### src/glp_pkg.sv
// Package for the pin function configuration block: register map,
// field positions, reset values, pin-select codes and timing figures.
// Assumes a 32-bit APB register bus with byte addresses.
package glp_pkg;

  // ---------------------------------------------------------------
  // Register map (byte addresses)
  // ---------------------------------------------------------------
  localparam logic [11:0] GLP_CFG_OFF = 12'h088;
  localparam logic [11:0] GLP_IRQ_STAT_OFF = 12'h0A0;
  localparam logic [11:0] GLP_IRQ_EN_OFF = 12'h0A4;

  // ---------------------------------------------------------------
  // Configuration register fields
  // ---------------------------------------------------------------
  localparam int GLP_LED_LSB = 28;
  localparam int GLP_POL_LSB = 24;
  localparam int GLP_SEL_LSB = 20;
  localparam int GLP_BUF_LSB = 16;
  localparam int GLP_DIR_LSB = 8;
  localparam int GLP_GPO_LSB = 3;
  localparam int GLP_PIN_LSB = 0;
  localparam int GLP_NPINS = 3;
  localparam int GLP_SEL_W = 3;

  localparam logic [31:0] GLP_CFG_RST = 32'h0000_0000;
  localparam logic [31:0] GLP_CFG_WMASK = 32'h7777_071F;
  localparam logic [2:0] GLP_IRQ_RST = 3'h0;

  // ---------------------------------------------------------------
  // Memory pin function codes
  // ---------------------------------------------------------------
  localparam logic [2:0] GLP_SEL_MEM = 3'h0;
  localparam logic [2:0] GLP_SEL_GPO_GPO = 3'h1;
  localparam logic [2:0] GLP_SEL_RSV_A = 3'h2;
  localparam logic [2:0] GLP_SEL_GPO_RXDV = 3'h3;
  localparam logic [2:0] GLP_SEL_RSV_B = 3'h4;
  localparam logic [2:0] GLP_SEL_TXEN_GPO = 3'h5;
  localparam logic [2:0] GLP_SEL_TXEN_RXDV = 3'h6;
  localparam logic [2:0] GLP_SEL_CLKS = 3'h7;

  // ---------------------------------------------------------------
  // Timing
  // ---------------------------------------------------------------
  localparam int GLP_CLK_PERIOD_NS = 4;
  localparam int GLP_IRQ_MIN_PULSE_NS = 40;
  localparam int GLP_IRQ_MIN_PULSE_CYC =
    (GLP_IRQ_MIN_PULSE_NS + GLP_CLK_PERIOD_NS - 1) / GLP_CLK_PERIOD_NS;

endpackage

### src/glp_sync2.sv
// Two-flop level synchroniser, one lane per bit.
// Assumes inputs are levels from outside the ref_clk domain.
`timescale 1ns/1ps
module glp_sync2 #(
  parameter int W = 1
) (
  input wire logic ref_clk,
  input wire logic sys_rst,
  input wire logic [W-1:0] async_in,
  output logic [W-1:0] sync_out
);

  logic [W-1:0] meta_q;
  logic [W-1:0] sync_q;

  always_ff @(posedge ref_clk) begin
    if (sys_rst) begin
      meta_q <= '0;
      sync_q <= '0;
    end else begin
      meta_q <= async_in;
      sync_q <= meta_q;
    end
  end

  assign sync_out = sync_q;

endmodule

### src/glp_pin_config.sv
// Pin function configuration: three shared LED/GPIO pins, two general
// outputs and the function select of the serial memory pins, with a
// level-sensitive pin interrupt and an APB register slave.
// Assumes a single 250 MHz clock; pin and monitor inputs are async.
//
// Functional notes
// Each shared pin drives its LED signal when its LED select bit is set, else acts as GPIO.
// Polarity one makes a high level on a pin set its interrupt status bit.
// Polarity zero makes a low level on a pin set its interrupt status bit.
// A pin interrupt reaches the host only when its enable bit is set too.
// Outside logic holds an interrupt level over 40 ns to be sure it is seen.
// The select field routes the data pin to memory data, general out 3, TX enable or TX clock.
// The same field routes the clock pin to memory clock, general out 4, RX valid or RX clock.
// Software never writes the reserved select codes 010 and 100.
// Software never changes the select field during a memory cycle.
// Driver type bit one gives push-pull, zero gives open-drain.
// Direction bit one makes the pin an output, zero an input.
// Bits 3 and 4 drive general outputs 3 and 4.
// An output pin drives the value written to its data bit.
// Reading the pin data bits returns the live pin levels.
// Reserved bits read zero and ignore writes; all fields reset to zero.
// General output data reaches a pin only when the select field gives it that function.
//
// The APB register port is this design's own decision.
`timescale 1ns/1ps
module glp_pin_config (
  input wire logic ref_clk,
  input wire logic sys_rst,
  input wire logic psel,
  input wire logic penable,
  input wire logic pwrite,
  input wire logic [11:0] paddr,
  input wire logic [31:0] pwdata,
  input wire logic [3:0] pstrb,
  output logic [31:0] prdata,
  output logic pready,
  output logic pslverr,
  output logic irq,
  input wire logic [glp_pkg::GLP_NPINS-1:0] led_status,
  input wire logic [glp_pkg::GLP_NPINS-1:0] gpio_in,
  output logic [glp_pkg::GLP_NPINS-1:0] gpio_out,
  output logic [glp_pkg::GLP_NPINS-1:0] gpio_oe,
  input wire logic mem_ctrl_data_out,
  input wire logic mem_ctrl_data_oe,
  output logic mem_ctrl_data_in,
  input wire logic mem_ctrl_clk,
  input wire logic tx_en_mon,
  input wire logic tx_clk_mon,
  input wire logic rx_dv_mon,
  input wire logic rx_clk_mon,
  input wire logic serial_mem_data_pin_in,
  output logic serial_mem_data_pin_out,
  output logic serial_mem_data_pin_oe,
  output logic serial_mem_clock_pin_out,
  output logic serial_mem_clock_pin_oe
);
  import glp_pkg::*;

  // ---------------------------------------------------------------
  // Input synchronisers
  // ---------------------------------------------------------------
  logic [7:0] async_bus;
  logic [7:0] sync_bus;
  logic [GLP_NPINS-1:0] pin_level;
  logic mem_data_s;
  logic tx_en_s;
  logic tx_clk_s;
  logic rx_dv_s;
  logic rx_clk_s;

  // Pulled-up pin lanes travel inverted, so reset zeros read as idle highs
  assign async_bus = {rx_clk_mon, rx_dv_mon, tx_clk_mon, tx_en_mon,
                      ~serial_mem_data_pin_in, ~gpio_in};

  glp_sync2 #(.W(8)) u_sync (
    .ref_clk(ref_clk),
    .sys_rst(sys_rst),
    .async_in(async_bus),
    .sync_out(sync_bus)
  );

  assign pin_level = ~sync_bus[2:0];
  assign mem_data_s = ~sync_bus[3];
  assign tx_en_s = sync_bus[4];
  assign tx_clk_s = sync_bus[5];
  assign rx_dv_s = sync_bus[6];
  assign rx_clk_s = sync_bus[7];

  // ---------------------------------------------------------------
  // APB decode
  // ---------------------------------------------------------------
  logic [31:0] cfg_q;
  logic [GLP_NPINS-1:0] irq_stat_q;
  logic [GLP_NPINS-1:0] irq_en_q;
  logic [31:0] prdata_q;

  wire setup_ph = psel & ~penable;
  wire access_ph = psel & penable;
  wire hit_cfg = (paddr == GLP_CFG_OFF);
  wire hit_stat = (paddr == GLP_IRQ_STAT_OFF);
  wire hit_en = (paddr == GLP_IRQ_EN_OFF);
  wire hit_any = hit_cfg | hit_stat | hit_en;
  wire wr_ok = access_ph & pwrite & hit_any;
  wire wr_cfg = wr_ok & hit_cfg;
  wire wr_stat = wr_ok & hit_stat;
  wire wr_en = wr_ok & hit_en;
  wire [31:0] lane_mask = {{8{pstrb[3]}}, {8{pstrb[2]}},
                           {8{pstrb[1]}}, {8{pstrb[0]}}};
  wire [31:0] cfg_wmask = lane_mask & GLP_CFG_WMASK;

  assign pready = 1'b1;
  assign pslverr = access_ph & ~hit_any;
  assign prdata = prdata_q;

  // ---------------------------------------------------------------
  // Configuration fields
  // ---------------------------------------------------------------
  wire [2:0] led_sel = cfg_q[GLP_LED_LSB +: GLP_NPINS];
  wire [2:0] irq_pol = cfg_q[GLP_POL_LSB +: GLP_NPINS];
  wire [2:0] mem_sel = cfg_q[GLP_SEL_LSB +: GLP_SEL_W];
  wire [2:0] drv_pp = cfg_q[GLP_BUF_LSB +: GLP_NPINS];
  wire [2:0] pin_dir = cfg_q[GLP_DIR_LSB +: GLP_NPINS];
  wire general_out_3_val = cfg_q[GLP_GPO_LSB];
  wire general_out_4_val = cfg_q[GLP_GPO_LSB + 1];
  wire [2:0] pin_data = cfg_q[GLP_PIN_LSB +: GLP_NPINS];

  // Reserved bits never store; pin data bits store for output drive
  wire [31:0] cfg_d = (cfg_q & ~cfg_wmask) | (pwdata & cfg_wmask);

  always_ff @(posedge ref_clk) begin
    if (sys_rst) begin
      cfg_q <= GLP_CFG_RST;
    end else if (wr_cfg) begin
      cfg_q <= cfg_d;
    end
  end

  // ---------------------------------------------------------------
  // Read data
  // ---------------------------------------------------------------
  wire [31:0] cfg_rd = {cfg_q[31:GLP_GPO_LSB], pin_level};
  wire [31:0] rd_mux = hit_cfg ? (cfg_rd & GLP_CFG_WMASK) :
                       hit_stat ? {29'h0, irq_stat_q} :
                       hit_en ? {29'h0, irq_en_q} : 32'h0;

  always_ff @(posedge ref_clk) begin
    if (sys_rst) begin
      prdata_q <= 32'h0;
    end else if (setup_ph) begin
      prdata_q <= pwrite ? 32'h0 : rd_mux;
    end
  end

  // ---------------------------------------------------------------
  // Pin interrupts
  // ---------------------------------------------------------------
  wire [2:0] hit_hi = pin_level & irq_pol;
  wire [2:0] hit_lo = ~pin_level & ~irq_pol;
  wire [2:0] irq_set = hit_hi | hit_lo;
  wire [2:0] stat_clr = wr_stat & pstrb[0] ? pwdata[2:0] : 3'h0;
  wire [2:0] irq_stat_d = irq_set | (irq_stat_q & ~stat_clr);
  wire [2:0] irq_en_d = (wr_en & pstrb[0]) ? pwdata[2:0] : irq_en_q;
  wire irq_d = |(irq_stat_d & irq_en_d);
  logic irq_q;

  always_ff @(posedge ref_clk) begin
    if (sys_rst) begin
      irq_stat_q <= GLP_IRQ_RST;
      irq_en_q <= GLP_IRQ_RST;
      irq_q <= 1'b0;
    end else begin
      irq_stat_q <= irq_stat_d;
      irq_en_q <= irq_en_d;
      irq_q <= irq_d;
    end
  end

  assign irq = irq_q;

  // ---------------------------------------------------------------
  // Shared LED / GPIO pin drivers
  // ---------------------------------------------------------------
  logic [2:0] gpio_out_q;
  logic [2:0] gpio_oe_q;

  genvar gi;
  generate
    for (gi = 0; gi < GLP_NPINS; gi++) begin : g_pin
      wire src = led_sel[gi] ? led_status[gi] : pin_data[gi];
      wire drv = led_sel[gi] | pin_dir[gi];
      wire out_d = drv_pp[gi] & src;
      wire oe_d = drv & (drv_pp[gi] | ~src);
      always_ff @(posedge ref_clk) begin
        if (sys_rst) begin
          gpio_out_q[gi] <= 1'b0;
          gpio_oe_q[gi] <= 1'b0;
        end else begin
          gpio_out_q[gi] <= out_d;
          gpio_oe_q[gi] <= oe_d;
        end
      end
    end
  endgenerate

  assign gpio_out = gpio_out_q;
  assign gpio_oe = gpio_oe_q;

  // ---------------------------------------------------------------
  // Memory pin function select
  // ---------------------------------------------------------------
  logic dpin_out_d;
  logic dpin_oe_d;
  logic cpin_out_d;
  logic cpin_oe_d;

  always_comb begin
    dpin_out_d = 1'b0;
    dpin_oe_d = 1'b0;
    case (mem_sel)
      GLP_SEL_MEM: begin
        dpin_out_d = mem_ctrl_data_out;
        dpin_oe_d = mem_ctrl_data_oe;
      end
      GLP_SEL_GPO_GPO, GLP_SEL_GPO_RXDV: begin
        dpin_out_d = general_out_3_val;
        dpin_oe_d = 1'b1;
      end
      GLP_SEL_TXEN_GPO, GLP_SEL_TXEN_RXDV: begin
        dpin_out_d = tx_en_s;
        dpin_oe_d = 1'b1;
      end
      GLP_SEL_CLKS: begin
        dpin_out_d = tx_clk_s;
        dpin_oe_d = 1'b1;
      end
      default: begin
        dpin_out_d = 1'b0;
        dpin_oe_d = 1'b0;
      end
    endcase
  end

  always_comb begin
    cpin_out_d = 1'b0;
    cpin_oe_d = 1'b0;
    case (mem_sel)
      GLP_SEL_MEM: begin
        cpin_out_d = mem_ctrl_clk;
        cpin_oe_d = 1'b1;
      end
      GLP_SEL_GPO_GPO, GLP_SEL_TXEN_GPO: begin
        cpin_out_d = general_out_4_val;
        cpin_oe_d = 1'b1;
      end
      GLP_SEL_GPO_RXDV, GLP_SEL_TXEN_RXDV: begin
        cpin_out_d = rx_dv_s;
        cpin_oe_d = 1'b1;
      end
      GLP_SEL_CLKS: begin
        cpin_out_d = rx_clk_s;
        cpin_oe_d = 1'b1;
      end
      default: begin
        cpin_out_d = 1'b0;
        cpin_oe_d = 1'b0;
      end
    endcase
  end

  logic dpin_out_q;
  logic dpin_oe_q;
  logic cpin_out_q;
  logic cpin_oe_q;

  always_ff @(posedge ref_clk) begin
    if (sys_rst) begin
      dpin_out_q <= 1'b0;
      dpin_oe_q <= 1'b0;
      cpin_out_q <= 1'b0;
      cpin_oe_q <= 1'b0;
    end else begin
      dpin_out_q <= dpin_out_d;
      dpin_oe_q <= dpin_oe_d;
      cpin_out_q <= cpin_out_d;
      cpin_oe_q <= cpin_oe_d;
    end
  end

  assign serial_mem_data_pin_out = dpin_out_q;
  assign serial_mem_data_pin_oe = dpin_oe_q;
  assign serial_mem_clock_pin_out = cpin_out_q;
  assign serial_mem_clock_pin_oe = cpin_oe_q;
  // Memory controller always sees the synchronised data pin
  assign mem_ctrl_data_in = mem_data_s;
endmodule

### config.mk
export PLATFORM = sky130hd
export DESIGN_NAME = glp_pin_config
export DESIGN_NICKNAME = d
export VERILOG_FILES = /design/src/glp_pkg.sv /design/src/glp_sync2.sv /design/src/glp_pin_config.sv
export SDC_FILE = /design/constraint.sdc
export NUM_CORES = 1
export LEC_CHECK = 0
export BUFFER_PORTS_ARGS = -buffer_cell sky130_fd_sc_hd__buf_2
export CAP_MARGIN = 0
export CELL_PAD_IN_SITES_DETAIL_PLACEMENT = 0
export CELL_PAD_IN_SITES_GLOBAL_PLACEMENT = 1
export CORE_MARGIN = 1
export CORE_UTILIZATION = 38
export DETAILED_ROUTE_END_ITERATION = 12
export HOLD_SLACK_MARGIN = 0.03
export PLACE_DENSITY_LB_ADDON = 0.1
export SLEW_MARGIN = 10
export SYNTH_ARGS = -nofsm -noshare
export SYNTH_HDL_FRONTEND = slang
export SYNTH_HIERARCHICAL = 1
export SYNTH_SLANG_ARGS = --single-unit
### constraint.sdc
create_clock -name ref_clk -period 4.6 [get_ports ref_clk]
set_input_delay 0.46 -clock ref_clk [delete_from_list [all_inputs] [get_ports ref_clk]]
set_output_delay 0.46 -clock ref_clk [all_outputs]
set_load 0.01 [all_outputs]
# After elaboration in Yosys (flattened, before gate mapping)
# Cells that the tools add are included.
# totals
regBits	97
latchBits	0
mem_bits_rw	0
rom_bits	0
input_bits	67
out_inout_bits	46
n_memories	0
# op_classes
add_sub_neg	0
mul	0
n_div	0
n_lt_le_gt_ge	0
eq_ne	8
shift	0
n_mux	13
n_bitwise	46
n_reduce_logical	8
# op_table
cell	count
$mux 31	2
$eq 12x8->1 const B	3
$and 32x31->32	1
$and 32x32->32	1
$not 31->32	1
$or 32x32->32	1
$and 1x1->1	16
$not 3->3	5
$and 3x3->3	4
$mux 3	4
$eq 3x3->1 const B	3
$or 1x1->1	8
$pmux 1 s4	2
$reduce_or 2->1	4
$not 1->1	7
$or 3x3->3	2
$reduce_or 6->1	1
$reduce_or 5->1	1
$mux 1	4
$eq 3x1->1 const B	1
$eq 3x2->1 const B	1
$logic_not 3->1	1
$reduce_or 3->1	1
$pmux 1 s2	1

# Logic depth before layout (Yosys ltp)
# depth
ltp_word	12
depth_mapped	7
ltp_nobuf	5

# Modules after synthesis
# Netlist, hierarchy kept.
# by_module_without_submodules
mod	n_inst	cells_each	area_per_inst_um2	seq_area_each_um2
glp_pin_config	1	265	2476.1	1141.1
glp_sync2	1	33	464.2	320.3

# Worst setup path before layout
# Ideal clock, no wire load.
# synth_path
path_kind	input-to-reg
start	input port paddr[2]
end	register (tool-made name)
arrival_ps	1730
required_ps	4472
path_slack_ps	2742
stages	7
n_path_buf	2
path_cell_list	buf_6 or3b_1 buf_2 and2b_1 nand3_2 mux2i_1 nor2_1
# synth_lines
item	line	rtl
start, declared	glp_pin_config.sv:32	input wire logic [11:0] paddr,

# Worst setup path in the final report
# layout_path
start	input port penable
end	register prdata_q[22] (netlist: prdata[22])
# layout_via
elab_chain_len	2
# layout_lines
item	line	rtl
start, declared	glp_pin_config.sv:30	input wire logic penable,
$not 1->1	glp_pin_config.sv:97	wire setup_ph = psel & ~penable;
$and 1x1->1	glp_pin_config.sv:97	
end signal, assigned	glp_pin_config.sv:150	prdata_q <= pwrite ? 32'h0 : rd_mux;
end, declared	glp_pin_config.sv:95	logic [31:0] prdata_q;
# Every way passes these cells.
# A chain may end at the register's enable or synchronous reset.

==> summary.md <==
| Metric | Value |
|---|---|
| Met1 Track Usage GR | 22.2% |
| Rows | 31 |
| Delay-heaviest family, CP | simple AND/OR/NAND/NOR gates |
| Clk root buf | clkbuf_8 |
| Post-DP HPWL | 4480 um |
| Most common cell after layout, fill and taps aside | buf_2 |
| WP data required | 4.87 ns |
| Worst slew margin | 22.4% |
| Cell area power density | 342 nW/um^2 |
| H-tree level count | 3 |
| Synth Cell Area | 2940 um^2 |
| Max VDD drop | 0.169 mV |
| Leakage power | 0.00167 uW |
| Top Usage Layer GRT | met2 |
| Arr. time, crit path | 2.55 ns |
| Seq/Total Area, Yosys | 49.7% |
| Gr ovfl total | 0 |
| Cts hold-fix bufs | 0 |
| Largest net degree at the start of global routing | 66 |
| Psw | 282 uW |
| Clk network pwr share | 40.6% |
| CTS tree | done |
| Dpl ws | 1.89 ns |
| Fraction of layout cells with a size suffix above 1 | 32.9% |
| Mapped Cells | 298 |
| Initial Util | 39.9% |
| Total setup buffers inserted after CTS | 0 |
| Comb pwr share | 6.4% |
| CP max stage delay | 1.08 ns |
| CTS Sinks | 73 |
| Antenna-violating nets left | 0 |
| Synth unique cells | 45 |
| I/O Buffers | 87 |
| Vias | 2,270 |
| Die Wd | 90.0 um |
| Final Hold Fails | 0 |
| Tcrit/Tclk final | 49.5% |
| Most frequent cells in the layout | buf_2, dfxtp_1, nor2_1 |
| Int Power | 936 uW |
| CP max-delay cell | nor4_4 |
| DRC violation count after routing | 0 |
| Post-synth EDFFs | 0 |
| Clk Latency, worst-skew pair | 0.34 ns |
| Worst Skew | 0.00633 ns |
| Switching Share | 23.2% |
| Vias in the first global route | 2,113 |
| Area Growth Syn to Fin | 21.1% |
| Post-Route WL | 6400 um |
| Crit path buf inv count | 1 |
| Gp weighted congestion | 0.715 |
| Setup TNS | 0 ns |
| Setup ws final | 2.32 ns |
| Drt pass-1 iters | 4 |
| Met2 GRT Util | 25.8% |
| M3 GR Usage | 3.72% |
| Yosys warning count | 6 |
| Ports | 113 |
| # setup viols final | 0 |
| Worst path cell trace | buf_2 > nand2b_1 > nor4_4 > a22oi_1 > nor2_1 |
| Minimum clock period | 2.28 ns |
| Count of state elements after synthesis | 73 |
| First-pass GRT wire length | 10,600 um |
| WS Path Type | in -> reg |
| Crit path max fanout | 21 |
| Synth Flop Type | dfxtp_1 |
| Unrepaired setup endpoints after global routing | no |
| CTS clk-pin slew, worst paths | 0.07 ns |
| Core area | 7370 um^2 |
| Antenna cells | 0 |
| Clock tree buffer depth | 2 |
| Synthesized area per cell | 9.87 um^2 |
| Die ar. | 8090 um^2 |
| Hold Path Class | in -> reg |
| Status | complete, no violations |
| Crit end category | register |
| Total GRT Usage | 16.8% |
| Flop pwr share | 53.0% |
| Routed vias/inst | 4.71 |
| Initial antenna violation count | 0 |
| Slew Limit Fails | 0 |
| CTS Buf Count | 9 |
| Post-cts sizing count | 0 |
| Type of origin of the critical path | primary input |
| Post-DR wirelength/cell | 13.3 um |
| Post-layout net count | 447 |
| F_max | 439 MHz |
| Die Y-Extent | 90.0 um |
| Async SR Flop Fraction | 0% |
| Slew at the pin closest to its max-slew limit | 1.16 ns |
| Total of max-cap violations | 0 |
| DRT iter0 DRCs | 85 |
synthesized netlist by cell type (2+ instances only):
cell type	number	area [um^2]
dfxtp_1	73	1460
nor2_1	48	180
mux2i_1	29	290
a22oi_1	17	128
inv_1	14	52.6
buf_4	13	97.6
nand2_1	11	41.3
clkbuf_1	9	33.8
nor2b_2	7	61.3
a21oi_1	6	30.0
and2b_2	6	52.6
o21ai_0	5	25.0
nor2b_1	4	25.0
o22ai_1	4	25.0
a211oi_1	3	22.5
buf_2	3	15.0
buf_6	3	33.8
nand3_1	3	15.0
nand3_2	3	30.0
xnor2_1	3	26.3
a221oi_1	2	17.5
conb_1	2	7.51
nand2b_1	2	12.5
nor3b_1	2	15.0
nor4_1	2	12.5
nor4_4	2	42.5
o221a_2	2	22.5
or2_2	2	12.5
or3_1	2	12.5
per-layer routing:
metal / up-vias / share of wire [%]
li1: 1151 / -
met1: 1047 / 48
met2: 64 / 44
met3: 8 / 6.1
met4: 0 / 1.6
met5: - / 0
cell families after synthesis:
group / count (synthesis) / share of synthesized area [%]
AOI/OAI and AO/OA: 45 / 10.8
and+or+nand+nor: 103 / 20.3
other: 2 / 0.255
muxes: 29 / 9.87
buffers and inverters: 42 / 7.91
DFF: 73 / 49.7
xor gates and xnor gates: 4 / 1.19
path summary, 6_finish.rpt:
kind / start / end / slack, ns / cells after the start
setup reg to reg: register / irq$_SDFF_PP0_ / 3.34 / 4
hold / removal: rx_dv_mon / u_sync/meta_q[6]$_SDFF_PP0_ / 0.32 / 2
hold reg to reg: u_sync/meta_q[3]$_SDFF_PP0_ / u_sync/sync_out[3]$_SDFF_PP0_ / 0.43 / 1
setup / recovery: penable / prdata[22]$_SDFFE_PP0P_ / 2.32 / 5
layout make-up:
cell class,instances,area (um^2)
clock buffer,10,138
clock inverter,4,53.8
fill,773,3810
inverter,14,52.6
multi-input combinational,194,1290
sequential,73,1460
tap,99,124
timing repair buffer,88,443
power by group through the flow:
| stage | clock, uW | sequential, uW | combinational, uW |
|---|---|---|---|
| 2_1_floorplan | 0 | 660 | 49.9 |
| 3_3_place_gp | 0 | 661 | 78.9 |
| 3_5_place_dp | 0 | 661 | 79.0 |
| 4_1_cts | 515 | 646 | 79.3 |
| 5_1_grt | 541 | 647 | 87.1 |
| 6_report | 495 | 646 | 77.9 |
through the flow:
stage / hold slack [ns] / utilization (%) / cells / power, uW / instance area, um^2
2_1_floorplan: 0.415 / - / 309 / 710 / 2980
3_3_place_gp: 0.419 / 45.7 / 468 / 740 / 3370
3_5_place_dp: 0.419 / 45.7 / 468 / 740 / 3370
4_1_cts: 0.307 / 48.3 / 482 / 1240 / 3560
5_1_grt: 0.318 / 48.3 / 482 / 1280 / 3560
6_report: 0.322 / 48.3 / 482 / 1220 / 3560
Note: power is estimated with default switching activity, not from simulation.
